==> src/common/adc_seq_pkg.sv <==
// Purpose: shared constants for the converter sequence control block
// Assumes: AXI4-Lite register access, 32-bit data, byte addresses
// Notes:   all register offsets are byte addresses on the register bus
package adc_seq_pkg;
  // ==========================================================
  // register offsets
  localparam logic [7:0] OFF_CONV_CTRL_TWO   = 8'h00;
  localparam logic [7:0] OFF_CONV_CTRL_THREE = 8'h04;
  localparam logic [7:0] OFF_CONV_CTRL_FOUR  = 8'h08;
  localparam logic [7:0] OFF_CONV_CTRL_FIVE  = 8'h0c;
  localparam logic [7:0] OFF_CONV_STATUS     = 8'h10;
  localparam logic [7:0] OFF_IRQ_MASK        = 8'h14;
  localparam logic [7:0] OFF_CONV_TEST_REG   = 8'h18;
  localparam logic [7:0] OFF_RESULT_BASE     = 8'h20;
  localparam logic [7:0] OFF_RESULT_LAST     = 8'h3c;
  // ==========================================================
  // field positions
  localparam int BIT_JUSTIFY      = 0;  // conv_ctrl_two
  localparam int BIT_WAIT_HALT    = 1;
  localparam int BIT_SIGNED       = 2;
  localparam int BIT_SINGLE_CONV  = 0;  // conv_ctrl_three
  localparam int BIT_FIFO_MODE    = 1;
  localparam int BIT_INT_REF      = 3;  // conv_ctrl_five, channel in [2:0]
  localparam int BIT_MULTI        = 4;
  localparam int BIT_SCAN         = 5;
  localparam int BIT_LONG_SEQ     = 6;
  localparam int BIT_SEQ_DONE     = 0;  // status and mask
  localparam int BIT_CONV_DONE    = 1;
  localparam int BIT_TEST_RESET   = 0;  // conv_test_reg write
  localparam int STATUS_W         = 2;
  localparam int PRESCALE_W       = 5;
  localparam int RESULT_W         = 10;
  localparam int CHAN_W           = 3;
  // ==========================================================
  // reset values, predecessor compatible
  localparam logic [7:0] RST_CTRL_TWO   = 8'h00;
  localparam logic [7:0] RST_CTRL_THREE = 8'h00;
  localparam logic [7:0] RST_CTRL_FOUR  = 8'h01;
  localparam logic [7:0] RST_CTRL_FIVE  = 8'h00;
  // sequence lengths
  localparam logic [3:0] LEN_SINGLE = 4'h1;
  localparam logic [3:0] LEN_SHORT  = 4'h4;
  localparam logic [3:0] LEN_LONG   = 4'h8;
  // ==========================================================
  // bus responses
  localparam logic [1:0] RESP_OKAY   = 2'b00;
  localparam logic [1:0] RESP_SLVERR = 2'b10;
  // sequencer states
  typedef enum logic [2:0] {
    SEQ_IDLE  = 3'b001,
    SEQ_PACE  = 3'b010,
    SEQ_CONV  = 3'b100
  } seq_state_t;
endpackage

==> src/adc_sequence_control.sv <==
// Purpose: sequencing and register logic of the analogue_converter
// Assumes: converter core answers each CONV_START with one CONV_DONE pulse
// Notes:   AXI4-Lite slave; one write and one read under way at a time
`timescale 1ns/1ns
module adc_sequence_control #(
  parameter int NUM_RESULTS = 8
) (
  input  wire logic                              CLK_SYS,
  input  wire logic                              NRST,
  input  wire logic                              WAIT_MODE,
  input  wire logic                              S_AXI_AWVALID,
  output logic                                   S_AXI_AWREADY,
  input  wire logic [7:0]                        S_AXI_AWADDR,
  input  wire logic                              S_AXI_WVALID,
  output logic                                   S_AXI_WREADY,
  input  wire logic [31:0]                       S_AXI_WDATA,
  input  wire logic [3:0]                        S_AXI_WSTRB,
  output logic                                   S_AXI_BVALID,
  input  wire logic                              S_AXI_BREADY,
  output logic [1:0]                             S_AXI_BRESP,
  input  wire logic                              S_AXI_ARVALID,
  output logic                                   S_AXI_ARREADY,
  input  wire logic [7:0]                        S_AXI_ARADDR,
  output logic                                   S_AXI_RVALID,
  input  wire logic                              S_AXI_RREADY,
  output logic [31:0]                            S_AXI_RDATA,
  output logic [1:0]                             S_AXI_RRESP,
  output logic                                   CONV_START,
  output logic [adc_seq_pkg::CHAN_W:0]           CONV_CHAN,
  input  wire logic                              CONV_DONE,
  input  wire logic [adc_seq_pkg::RESULT_W-1:0]  CONV_DATA,
  input  wire logic [adc_seq_pkg::RESULT_W-1:0]  CONV_SAR,
  output logic                                   IRQ
);
  localparam int RW = adc_seq_pkg::RESULT_W;
  localparam int CW = adc_seq_pkg::CHAN_W;
  localparam int PW = adc_seq_pkg::PRESCALE_W;
  localparam int SW = adc_seq_pkg::STATUS_W;

  // ==========================================================
  // reset release
  logic rst_meta;
  logic rst_n;
  always_ff @(posedge CLK_SYS or negedge NRST) begin
    if (!NRST) begin
      rst_meta <= 1'b0;
      rst_n    <= 1'b0;
    end else begin
      rst_meta <= 1'b1;
      rst_n    <= rst_meta;
    end
  end

  // ==========================================================
  // state
  typedef struct packed {
    logic                           aw_held;
    logic [7:0]                     aw_addr;
    logic                           w_held;
    logic [31:0]                    w_data;
    logic [3:0]                     w_strb;
    logic                           bvalid;
    logic [1:0]                     bresp;
    logic                           rvalid;
    logic [31:0]                    rdata;
    logic [1:0]                     rresp;
    logic [7:0]                     ctrl_two;
    logic [7:0]                     ctrl_three;
    logic [7:0]                     ctrl_four;
    logic [7:0]                     ctrl_five;
    logic [SW-1:0]                  status;
    logic [SW-1:0]                  mask;
    adc_seq_pkg::seq_state_t        seq;
    logic [PW-1:0]                  pace_cnt;
    logic [3:0]                     idx;
    logic [CW-1:0]                  wr_ptr;
    logic [NUM_RESULTS-1:0][15:0]   result;
    logic                           start;
    logic [CW:0]                    chan;
    logic                           irq;
    logic                           awready;
    logic                           wready;
    logic                           arready;
  } state_t;

  state_t cur;
  state_t next_s;

  // merge a write word into a register under the byte strobes
  function automatic logic [7:0] merge8(input logic [7:0] old, input logic [31:0] d,
                                        input logic [3:0] strb);
    merge8 = strb[0] ? d[7:0] : old;
  endfunction

  // justification and sign handling of one raw result
  function automatic logic [15:0] format_result(input logic [RW-1:0] d,
                                                input logic justify,
                                                input logic signed_mode);
    logic [RW-1:0] v;
    v = signed_mode ? {~d[RW-1], d[RW-2:0]} : d;
    if (justify) begin
      format_result = signed_mode ? {{(16-RW){v[RW-1]}}, v} : {{(16-RW){1'b0}}, v};
    end else begin
      format_result = {v, {(16-RW){1'b0}}};
    end
  endfunction

  logic [3:0]    seq_len;
  logic [CW-1:0] rd_index;
  logic          do_write;
  logic          wr_two;
  logic          wr_three;
  logic          wr_four;
  logic          wr_five;
  logic          wr_status;
  logic          wr_test;
  logic          restart;
  logic          abort;
  logic          seq_end;
  logic          halted;
  logic          w_mapped;
  logic          r_mapped;
  logic [31:0]   rd_word;
  logic [CW-1:0] slot;
  logic [CW-1:0] chan_step;

  always_comb begin
    next_s = cur;
    next_s.start = 1'b0;

    // ==========================================================
    // sequence length
    if (cur.ctrl_three[adc_seq_pkg::BIT_SINGLE_CONV]) begin
      seq_len = adc_seq_pkg::LEN_SINGLE;
    end else if (cur.ctrl_five[adc_seq_pkg::BIT_LONG_SEQ]) begin
      seq_len = adc_seq_pkg::LEN_LONG;
    end else begin
      seq_len = adc_seq_pkg::LEN_SHORT;
    end

    // ==========================================================
    // write channels
    if (S_AXI_AWVALID && S_AXI_AWREADY) begin
      next_s.aw_held = 1'b1;
      next_s.aw_addr = S_AXI_AWADDR;
    end
    if (S_AXI_WVALID && S_AXI_WREADY) begin
      next_s.w_held = 1'b1;
      next_s.w_data = S_AXI_WDATA;
      next_s.w_strb = S_AXI_WSTRB;
    end
    do_write  = cur.aw_held && cur.w_held && !cur.bvalid;
    wr_two    = do_write && cur.aw_addr == adc_seq_pkg::OFF_CONV_CTRL_TWO;
    wr_three  = do_write && cur.aw_addr == adc_seq_pkg::OFF_CONV_CTRL_THREE;
    wr_four   = do_write && cur.aw_addr == adc_seq_pkg::OFF_CONV_CTRL_FOUR;
    wr_five   = do_write && cur.aw_addr == adc_seq_pkg::OFF_CONV_CTRL_FIVE;
    wr_status = do_write && cur.aw_addr == adc_seq_pkg::OFF_CONV_STATUS;
    wr_test   = do_write && cur.aw_addr == adc_seq_pkg::OFF_CONV_TEST_REG;
    w_mapped  = wr_two || wr_three || wr_four || wr_five || wr_status || wr_test
                || cur.aw_addr == adc_seq_pkg::OFF_IRQ_MASK
                || (cur.aw_addr >= adc_seq_pkg::OFF_RESULT_BASE
                    && cur.aw_addr <= adc_seq_pkg::OFF_RESULT_LAST
                    && cur.aw_addr[1:0] == 2'b00);
    if (do_write) begin
      next_s.aw_held = 1'b0;
      next_s.w_held  = 1'b0;
      next_s.bvalid  = 1'b1;
      next_s.bresp   = w_mapped ? adc_seq_pkg::RESP_OKAY : adc_seq_pkg::RESP_SLVERR;
    end
    if (cur.bvalid && S_AXI_BREADY) begin
      next_s.bvalid = 1'b0;
    end
    // control two and three only update settings; a run in flight keeps going
    if (wr_two) begin
      next_s.ctrl_two = merge8(cur.ctrl_two, cur.w_data, cur.w_strb);
    end
    if (wr_three) begin
      next_s.ctrl_three = merge8(cur.ctrl_three, cur.w_data, cur.w_strb);
    end
    if (wr_four) begin
      next_s.ctrl_four = merge8(cur.ctrl_four, cur.w_data, cur.w_strb);
    end
    if (wr_five) begin
      next_s.ctrl_five = merge8(cur.ctrl_five, cur.w_data, cur.w_strb);
    end
    if (do_write && cur.aw_addr == adc_seq_pkg::OFF_IRQ_MASK && cur.w_strb[0]) begin
      next_s.mask = cur.w_data[SW-1:0];
    end

    // ==========================================================
    // sequencer
    restart = (wr_four || wr_five) && cur.w_strb[0];
    abort   = wr_test && cur.w_strb[0] && cur.w_data[adc_seq_pkg::BIT_TEST_RESET];
    halted  = WAIT_MODE && cur.ctrl_two[adc_seq_pkg::BIT_WAIT_HALT];
    seq_end = 1'b0;
    slot    = cur.ctrl_three[adc_seq_pkg::BIT_FIFO_MODE] ? cur.wr_ptr : cur.idx[CW-1:0];
    // single channel mode converts the start channel at every step of the run
    chan_step = cur.ctrl_five[adc_seq_pkg::BIT_MULTI] ? cur.idx[CW-1:0] : '0;
    if (cur.status != '0 && wr_status && cur.w_strb[0]) begin
      next_s.status = cur.status & ~cur.w_data[SW-1:0];
    end
    unique case (cur.seq)
      adc_seq_pkg::SEQ_IDLE: begin
      end
      adc_seq_pkg::SEQ_PACE: begin
        // the prescaler in control four paces each conversion start
        if (halted) begin
          next_s.pace_cnt = cur.pace_cnt;
        end else if (cur.pace_cnt >= cur.ctrl_four[PW-1:0]) begin
          next_s.pace_cnt = '0;
          next_s.start    = 1'b1;
          next_s.seq      = adc_seq_pkg::SEQ_CONV;
          // channel steps on from the chosen start, wrapping at eight
          next_s.chan = {cur.ctrl_five[adc_seq_pkg::BIT_INT_REF],
                         CW'(cur.ctrl_five[CW-1:0] + chan_step)};
        end else begin
          next_s.pace_cnt = PW'(cur.pace_cnt + 1'b1);
        end
      end
      adc_seq_pkg::SEQ_CONV: begin
        if (CONV_DONE) begin
          next_s.result[slot] = format_result(CONV_DATA,
                                  cur.ctrl_two[adc_seq_pkg::BIT_JUSTIFY],
                                  cur.ctrl_two[adc_seq_pkg::BIT_SIGNED]);
          next_s.wr_ptr = CW'(cur.wr_ptr + 1'b1);
          next_s.status[adc_seq_pkg::BIT_CONV_DONE] = 1'b1;
          if (cur.idx + 1'b1 >= seq_len) begin
            seq_end    = 1'b1;
            next_s.idx = '0;
            next_s.status[adc_seq_pkg::BIT_SEQ_DONE] = 1'b1;
            next_s.seq = cur.ctrl_five[adc_seq_pkg::BIT_SCAN] ? adc_seq_pkg::SEQ_PACE
                                                               : adc_seq_pkg::SEQ_IDLE;
          end else begin
            next_s.idx = 4'(cur.idx + 1'b1);
            next_s.seq = adc_seq_pkg::SEQ_PACE;
          end
        end
      end
    endcase
    // a start raised by the run being cut would reach the core after the cut
    // and leave it converting a channel that nobody waits for
    if (restart || abort) begin
      next_s.start = 1'b0;
      next_s.chan  = cur.chan;
    end
    if (restart) begin
      next_s.seq      = adc_seq_pkg::SEQ_PACE;
      next_s.idx      = '0;
      next_s.pace_cnt = '0;
      next_s.wr_ptr   = '0;
      next_s.status   = '0;
    end else if (abort) begin
      next_s.seq      = adc_seq_pkg::SEQ_IDLE;
      next_s.idx      = '0;
      next_s.pace_cnt = '0;
      next_s.wr_ptr   = '0;
      next_s.status   = '0;
    end

    // ==========================================================
    // read channel
    rd_index = CW'(S_AXI_ARADDR[4:2]);
    r_mapped = 1'b1;
    unique case (S_AXI_ARADDR)
      adc_seq_pkg::OFF_CONV_CTRL_TWO:   rd_word = {24'h0, cur.ctrl_two};
      adc_seq_pkg::OFF_CONV_CTRL_THREE: rd_word = {24'h0, cur.ctrl_three};
      adc_seq_pkg::OFF_CONV_CTRL_FOUR:  rd_word = {24'h0, cur.ctrl_four};
      adc_seq_pkg::OFF_CONV_CTRL_FIVE:  rd_word = {24'h0, cur.ctrl_five};
      adc_seq_pkg::OFF_CONV_STATUS:     rd_word = {{(32-SW){1'b0}}, cur.status};
      adc_seq_pkg::OFF_IRQ_MASK:        rd_word = {{(32-SW){1'b0}}, cur.mask};
      adc_seq_pkg::OFF_CONV_TEST_REG:   rd_word = {{(32-RW){1'b0}}, CONV_SAR};
      default: begin
        if (S_AXI_ARADDR >= adc_seq_pkg::OFF_RESULT_BASE
            && S_AXI_ARADDR <= adc_seq_pkg::OFF_RESULT_LAST
            && S_AXI_ARADDR[1:0] == 2'b00) begin
          rd_word = {16'h0, cur.result[rd_index]};
        end else begin
          rd_word  = 32'h0;
          r_mapped = 1'b0;
        end
      end
    endcase
    if (S_AXI_ARVALID && S_AXI_ARREADY) begin
      next_s.rvalid = 1'b1;
      next_s.rdata  = rd_word;
      next_s.rresp  = r_mapped ? adc_seq_pkg::RESP_OKAY : adc_seq_pkg::RESP_SLVERR;
    end else if (cur.rvalid && S_AXI_RREADY) begin
      next_s.rvalid = 1'b0;
    end

    // ==========================================================
    // interrupt: sticky status gated by mask
    next_s.irq = |(next_s.status & next_s.mask);
    // readies are registered copies so no bus output passes through a gate
    next_s.awready = !next_s.aw_held;
    next_s.wready  = !next_s.w_held;
    next_s.arready = !next_s.rvalid;
  end

  always_ff @(posedge CLK_SYS or negedge rst_n) begin
    if (!rst_n) begin
      cur            <= '0;
      cur.ctrl_two   <= adc_seq_pkg::RST_CTRL_TWO;
      cur.ctrl_three <= adc_seq_pkg::RST_CTRL_THREE;
      cur.ctrl_four  <= adc_seq_pkg::RST_CTRL_FOUR;
      cur.ctrl_five  <= adc_seq_pkg::RST_CTRL_FIVE;
      cur.seq        <= adc_seq_pkg::SEQ_IDLE;
    end else begin
      cur <= next_s;
    end
  end

  // ==========================================================
  // outputs, all straight from the state register
  assign S_AXI_AWREADY = cur.awready;
  assign S_AXI_WREADY  = cur.wready;
  assign S_AXI_BVALID  = cur.bvalid;
  assign S_AXI_BRESP   = cur.bresp;
  assign S_AXI_ARREADY = cur.arready;
  assign S_AXI_RVALID  = cur.rvalid;
  assign S_AXI_RDATA   = cur.rdata;
  assign S_AXI_RRESP   = cur.rresp;
  assign CONV_START    = cur.start;
  assign CONV_CHAN     = cur.chan;
  assign IRQ           = cur.irq;
endmodule

==> config.mk <==
export PLATFORM = sky130hd
export DESIGN_NAME = adc_sequence_control
export DESIGN_NICKNAME = d
export VERILOG_FILES = /design/src/common/adc_seq_pkg.sv /design/src/adc_sequence_control.sv
export SDC_FILE = /design/constraint.sdc
export NUM_CORES = 1
export LEC_CHECK = 0
export BUFFER_PORTS_ARGS = -buffer_cell sky130_fd_sc_hd__buf_2
export CAP_MARGIN = 20
export CORE_MARGIN = 5
export CORE_UTILIZATION = 58
export DETAILED_ROUTE_END_ITERATION = 16
export HOLD_SLACK_MARGIN = 0.1
export PLACE_DENSITY_LB_ADDON = 0.3
export SLEW_MARGIN = 0
export SYNTH_ARGS = -nofsm -noshare
export SYNTH_HDL_FRONTEND = slang
export SYNTH_SLANG_ARGS = --single-unit
==> constraint.sdc <==
create_clock -name CLK_SYS -period 7.8 [get_ports CLK_SYS]
set_input_delay 0.39 -clock CLK_SYS [delete_from_list [all_inputs] [get_ports CLK_SYS]]
set_output_delay 0.39 -clock CLK_SYS [all_outputs]
set_load 0.05 [all_outputs]
* Word level (Yosys, flattened, before mapping)
Index checks and enable logic that the tools add are counted.
** Word-level totals
- Flip-flop bits (word level) :: 274
- Latch bits :: 0
- RAM bits :: 0
- Memory bits (read-only) :: 0
- Input port bits :: 81
- Output and inout bits :: 47
- Logic and storage cells :: 186
- Memories :: 0
** Operators by class
- $add $sub $neg :: 4
- Multiply operators :: 0
- Div/mod/pow operators :: 0
- Magnitude comparators :: 9
- Eq/ne operators :: 18
- Shift-type cells :: 0
- Mux-type cells :: 53
- Bitwise gates (word level) :: 6
- Reduce and logical (&&, ||, !) cells :: 60
** Operators by type and width (count)
- 135-bit 2-to-1 mux :: 2
- 128-bit bitwise mux :: 1
- 16-bit 2-to-1 mux :: 7
- 16-bit one-hot mux with 7 select lines :: 1
- 16-bit binary-select mux with 3-bit select :: 1
- 16-bit demux with 3-bit select :: 1
- 8-bit by 5-bit equality test with 1-bit output (second input constant) :: 6
- 37-bit 2-to-1 mux :: 1
- 5-bit 2-to-1 mux :: 7
- 8-bit by 4-bit equality test with 1-bit output (second input constant) :: 4
- 15-bit 2-to-1 mux :: 2
- 1-bit logical AND :: 26
- 2-bit 2-to-1 mux :: 10
- 3-bit 2-to-1 mux :: 6
- 8-bit by 3-bit equality test with 1-bit output (second input constant) :: 2
- 8-bit by 6-bit greater-or-equal comparator with 1-bit output (second input constant) :: 2
- 8-bit by 6-bit less-or-equal comparator with 1-bit output (second input constant) :: 2
- 8-bit zero test :: 2
- 2-bit AND reduction :: 7
- 4-bit 2-to-1 mux :: 3
- 4-bit inequality test (second input constant) :: 3
- 10-bit 2-to-1 mux :: 1
- 1-bit logical OR :: 9
- 9-bit 2-to-1 mux :: 1
- other kinds (24) :: 43

* Depth between registers and ports, before layout
- Word-level depth :: 13
- Mapped depth :: 8
- Depth with buffers taken out :: 8

* Least setup slack after synthesis
Ideal clock, no wire load.
- Path type :: reg-to-reg
- Start point :: reg cur[144] in the netlist's numbering
- End point :: reg cur, in the netlist CONV_CHAN[0]
- Setup time :: 125 ps
- Arrival time :: 1866 ps
- Data required time :: 7675 ps
- Slack :: 5809 ps
- Cell stages (with the launch flop) :: 9
- Path buffers :: 0
- Period minus slack after synthesis :: 1991 ps
- Cell sequence :: dfrtp_1 -> inv_1 -> ha_1 -> nand2b_1 -> a31oi_1 -> o21ai_1 -> nand2_1 -> nor2_2 -> mux2_2
** Between the ends
- Word-level cells in the longest chain between the ends :: 2
** RTL lines
- from (decl) :: RTL line adc_sequence_control.sv:86 : state_t cur;
- from (signal assigned) :: RTL line adc_sequence_control.sv:309 : cur <= next_s;
- 5-bit greater-or-equal comparator :: RTL line adc_sequence_control.sv:209 : end else if (cur.pace_cnt >= cur.ctrl_four[PW-1:0]) begin
- 4-bit AND reduction (no source line)
Every way passes these cells.
A chain may end at the register's enable or synchronous reset.

==> summary.md <==
| Metric | Value |
|---|---|
| Final Hold Vio Count | 0 |
| Post-Syn Area | 10680 µm² |
| Final ANT Viol Nets | 0 |
| P_sw | 1.142 mW |
| Max Cap Violations | 0 |
| Via/cell ratio | 5.765 |
| WL final | 23.06 mm |
| Hold WS | 0.1169 ns |
| Total power | 3.681 mW |
| Async set or reset register ratio after synthesis | 100.0% |
| CTS sink cnt | 229 |
| RSZ-0062 raised after global routing | no |
| Layout area overhead | 11.47% |
| Post-route insts no fill | 1263 |
| Sequential area share after synthesis | 53.68% |
| Share of cells above drive strength 1 | 21.95% |
| Largest net degree at the start of global routing | 161 |
| Clock transition at path regs | 0.06 ns |
| VDD IR max | 0.2079 mV |
| Fin crit period | 2.573 ns |
| # placed instances | 1209 |
| Critical path arrival | 2.93 ns |
| Crit-path max FO | 18 |
| GR Util All Layers | 21.53% |
| Grt ovf | 0 |
| Switching Fraction | 31.01% |
| CTS max path bufs | 3 |
| Final setup violating endpoints | 0 |
| Placer Congestion | 0.8258 |
| Synth cell types | 56 |
| CTS buffer count | 24 |
| Tcrit/Tclk final | 32.98% |
| Worst hold-check path type | in -> reg |
| Core area | 18020 µm² |
| Crit-path most repeated cell | nand2_1 |
| Synthesized netlist cell count | 970 |
| Drc violations | 0 |
| Fmax | 388.7 MHz |
| Pwr dens | 309.3 nW/µm² |
| Relative slew margins | 26.19% |
| Initial core utilization | 59.25% |
| Power share of the sequential group | 47.0% |
| Yosys reg bits | 229 |
| Crit path capture type | flop |
| Reg2reg setup slack | 5.23 ns |
| CTS tree | done |
| Die area | 21230 µm² |
| Ant diodes | 0 |
| Pint | 2.540 mW |
| Worst setup path category | reg -> reg |
| Worst setup SP type | flop |
| Yosys warns | 0 |
| DIE HEIGHT | 145.7 µm |
| Nets | 1112 |
| Status | completed |
| Crit-path cells | nor3b_1, nand2_1, nor2_1, nand2_1, buf_8, nand2_1, o21ai_0 |
| Primary FF master, synth | dfrtp_1 |
| Tightest Pin Transition | 1.104 ns |
| Setup repair bufs after CTS | 0 |
| # fillers | 1350 |
| Die W | 145.7 µm |
| PostCTS Resize Cnt | 0 |
| Clk pwr share | 30.9% |
| Root Buffer | clkbuf_16 |
| Comb pwr share | 22.1% |
| IO Port Bufs | 82 |
| Synth Area per Inst | 11.01 µm² |
| Final Max Slew Viols | 0 |
| Worst-Skew Late Latency | 0.51 ns |
| Worst Skew | 0.009982 ns |
| FP Rows | 49 |
| CP max-delay cell | nor3b_1 |
| Max incr delay on CP | 0.47 ns |
| Post-synth EDFFs | 0 |
| Clock H-tree levels | 1 |
| 1st-iter DRT viols | 551 |
| Vias | 7281 |
| DR WL/cell | 18.26 µm |
| P_leak | 5.604 nW |
| Final setup TNS | 0 ns |
| Initial antenna violation count | 0 |
| Final HPWL DP | 14.43 mm |
| IO Pins | 128 |
| TritonRoute pass-1 iters | 7 |
| First-pass GRT wire length | 37.87 mm |
| Vias in the first global route | 7320 |
| Worst endpoint required time | 8.16 ns |
## critical path: cells and delay by family (launching register included)
kind	cells	cell delay, ns
buffers and inverters	1	0.32
AOI/OAI and AO/OA	1	0.09
DFF	1	0.41
and+or+nand+nor	5	1.60
## placed cells by master, fill, tap and decap left out, types with 4 or more instances in the layout
cell           netlist  final
and2_1               5      5
nor2b_1             11     11
dlygate4sd3_1        0      5
conb_1               2     19
inv_1               18     18
clkbuf_1            20      9
nand2b_1             5      5
nor2_1              33     33
buf_2               24     82
a21oi_1             32     32
clkbuf_16            0     25
mux4_2              39     39
nor3_1               5      5
mux2i_1             23     23
buf_16               0      4
o21ai_0            160    160
clkinv_2             0      4
nand3_1              8      8
o22ai_1              4      4
o32ai_1              4      4
a21o_1               5      5
nand2_1            182    182
mux2_2              51     51
ha_1                13     13
dfrtp_1            227    226
xnor2_1              8      8
nand4_1              4      4
## cells in the mapped netlist, drive strengths merged, types with 2 or more instances
| cell type | n | area, µm² |
|---|---|---|
| dfrtp | 227 | 5680 |
| nand2 | 183 | 694.4 |
| o21ai | 161 | 805.8 |
| buf | 71 | 465.5 |
| mux2 | 51 | 574.3 |
| mux4 | 39 | 878.3 |
| nor2 | 35 | 136.4 |
| a21oi | 33 | 168.9 |
| mux2i | 23 | 230.2 |
| clkbuf | 21 | 80.07 |
| inv | 18 | 67.56 |
| ha | 13 | 162.7 |
| nor2b | 11 | 68.82 |
| nand3 | 8 | 40.04 |
| xnor2 | 8 | 70.07 |
| nor3 | 6 | 41.29 |
| a21o | 5 | 37.54 |
| and2 | 5 | 31.28 |
| nand2b | 5 | 31.28 |
| nand4 | 4 | 25.02 |
| o22ai | 4 | 25.02 |
| o32ai | 4 | 35.03 |
| and3 | 3 | 18.77 |
| nand3b | 3 | 22.52 |
| nor4 | 3 | 33.78 |
| a31oi | 2 | 12.51 |
| and3b | 2 | 17.52 |
| conb | 2 | 7.510 |
| dfstp | 2 | 52.55 |
| nand4b | 2 | 30.03 |
## worst paths after layout
kind                                   to  depth (start not counted)            from
min in group asynchronous           rst_n                          2            NRST
worst max-delay path                 flop                          7        cur[150]
worst min-delay path             cur[235]                          2  S_AXI_WDATA[5]
worst max register to register       flop                          7        cur[150]
worst min register to register      rst_n                          0        rst_meta
max in group asynchronous       async pin                          1           rst_n
## power groups by stage
stage,combinational (mW),clock (mW),sequential [mW]
finish,0.814,1.14,1.73
global route,0.916,1.21,1.78
global placement,0.762,0,1.73
floorplan,0.633,0,1.71
CTS,0.800,1.15,1.73
detailed placement,0.793,0,1.75
## cell families after synthesis
kind of cell,after synthesis,synth area share [%]
AND/OR/NAND/NOR,275,11.49
flip-flops,229,53.68
AO/OA/AOI/OAI,217,10.77
multiplexers,113,15.76
buffers and inverters,111,5.776
adder cells (fa/ha/maj),14,1.711
XOR/XNOR,9,0.7382
other,2,0.07032
## per-layer routing
layer	GRT usage (%)	wire, µm
met5	0	0
met4	6.203	507
met3	4.017	1318
met2	34.00	10970
met1	30.88	10260
## area by class of cell
cell class / count / area (µm²) / area share (%)
Inverter: 19 / 71.32 / 0.5991
Clock buffer: 37 / 700.7 / 5.886
Sequential cell: 229 / 5737 / 48.19
Tap cell: 229 / 286.5 / 2.407
Multi-Input combinational cell: 647 / 4393 / 36.90
Clock inverter: 6 / 80.08 / 0.6727
Timing Repair Buffer: 96 / 635.6 / 5.340
## stage by stage
| stage | utilization, % | area (µm²) | worst slack, ns |
|---|---|---|---|
| floorplan | - | 10740 | 0.9493 |
| global placement | 60.66 | 10930 | 5.184 |
| detailed placement | 60.66 | 10930 | 5.034 |
| CTS | 65.21 | 11750 | 5.036 |
| global route | 66.04 | 11900 | 5.033 |
| finish | 66.04 | 11900 | 5.227 |
## timing repair
action / in CTS / in global routing
hold endpoints to repair: 5 / 1
endpoints found under the setup margin: 0 / 0
hold buffers: 4 / 1
Power figures use the tool's default switching activity.
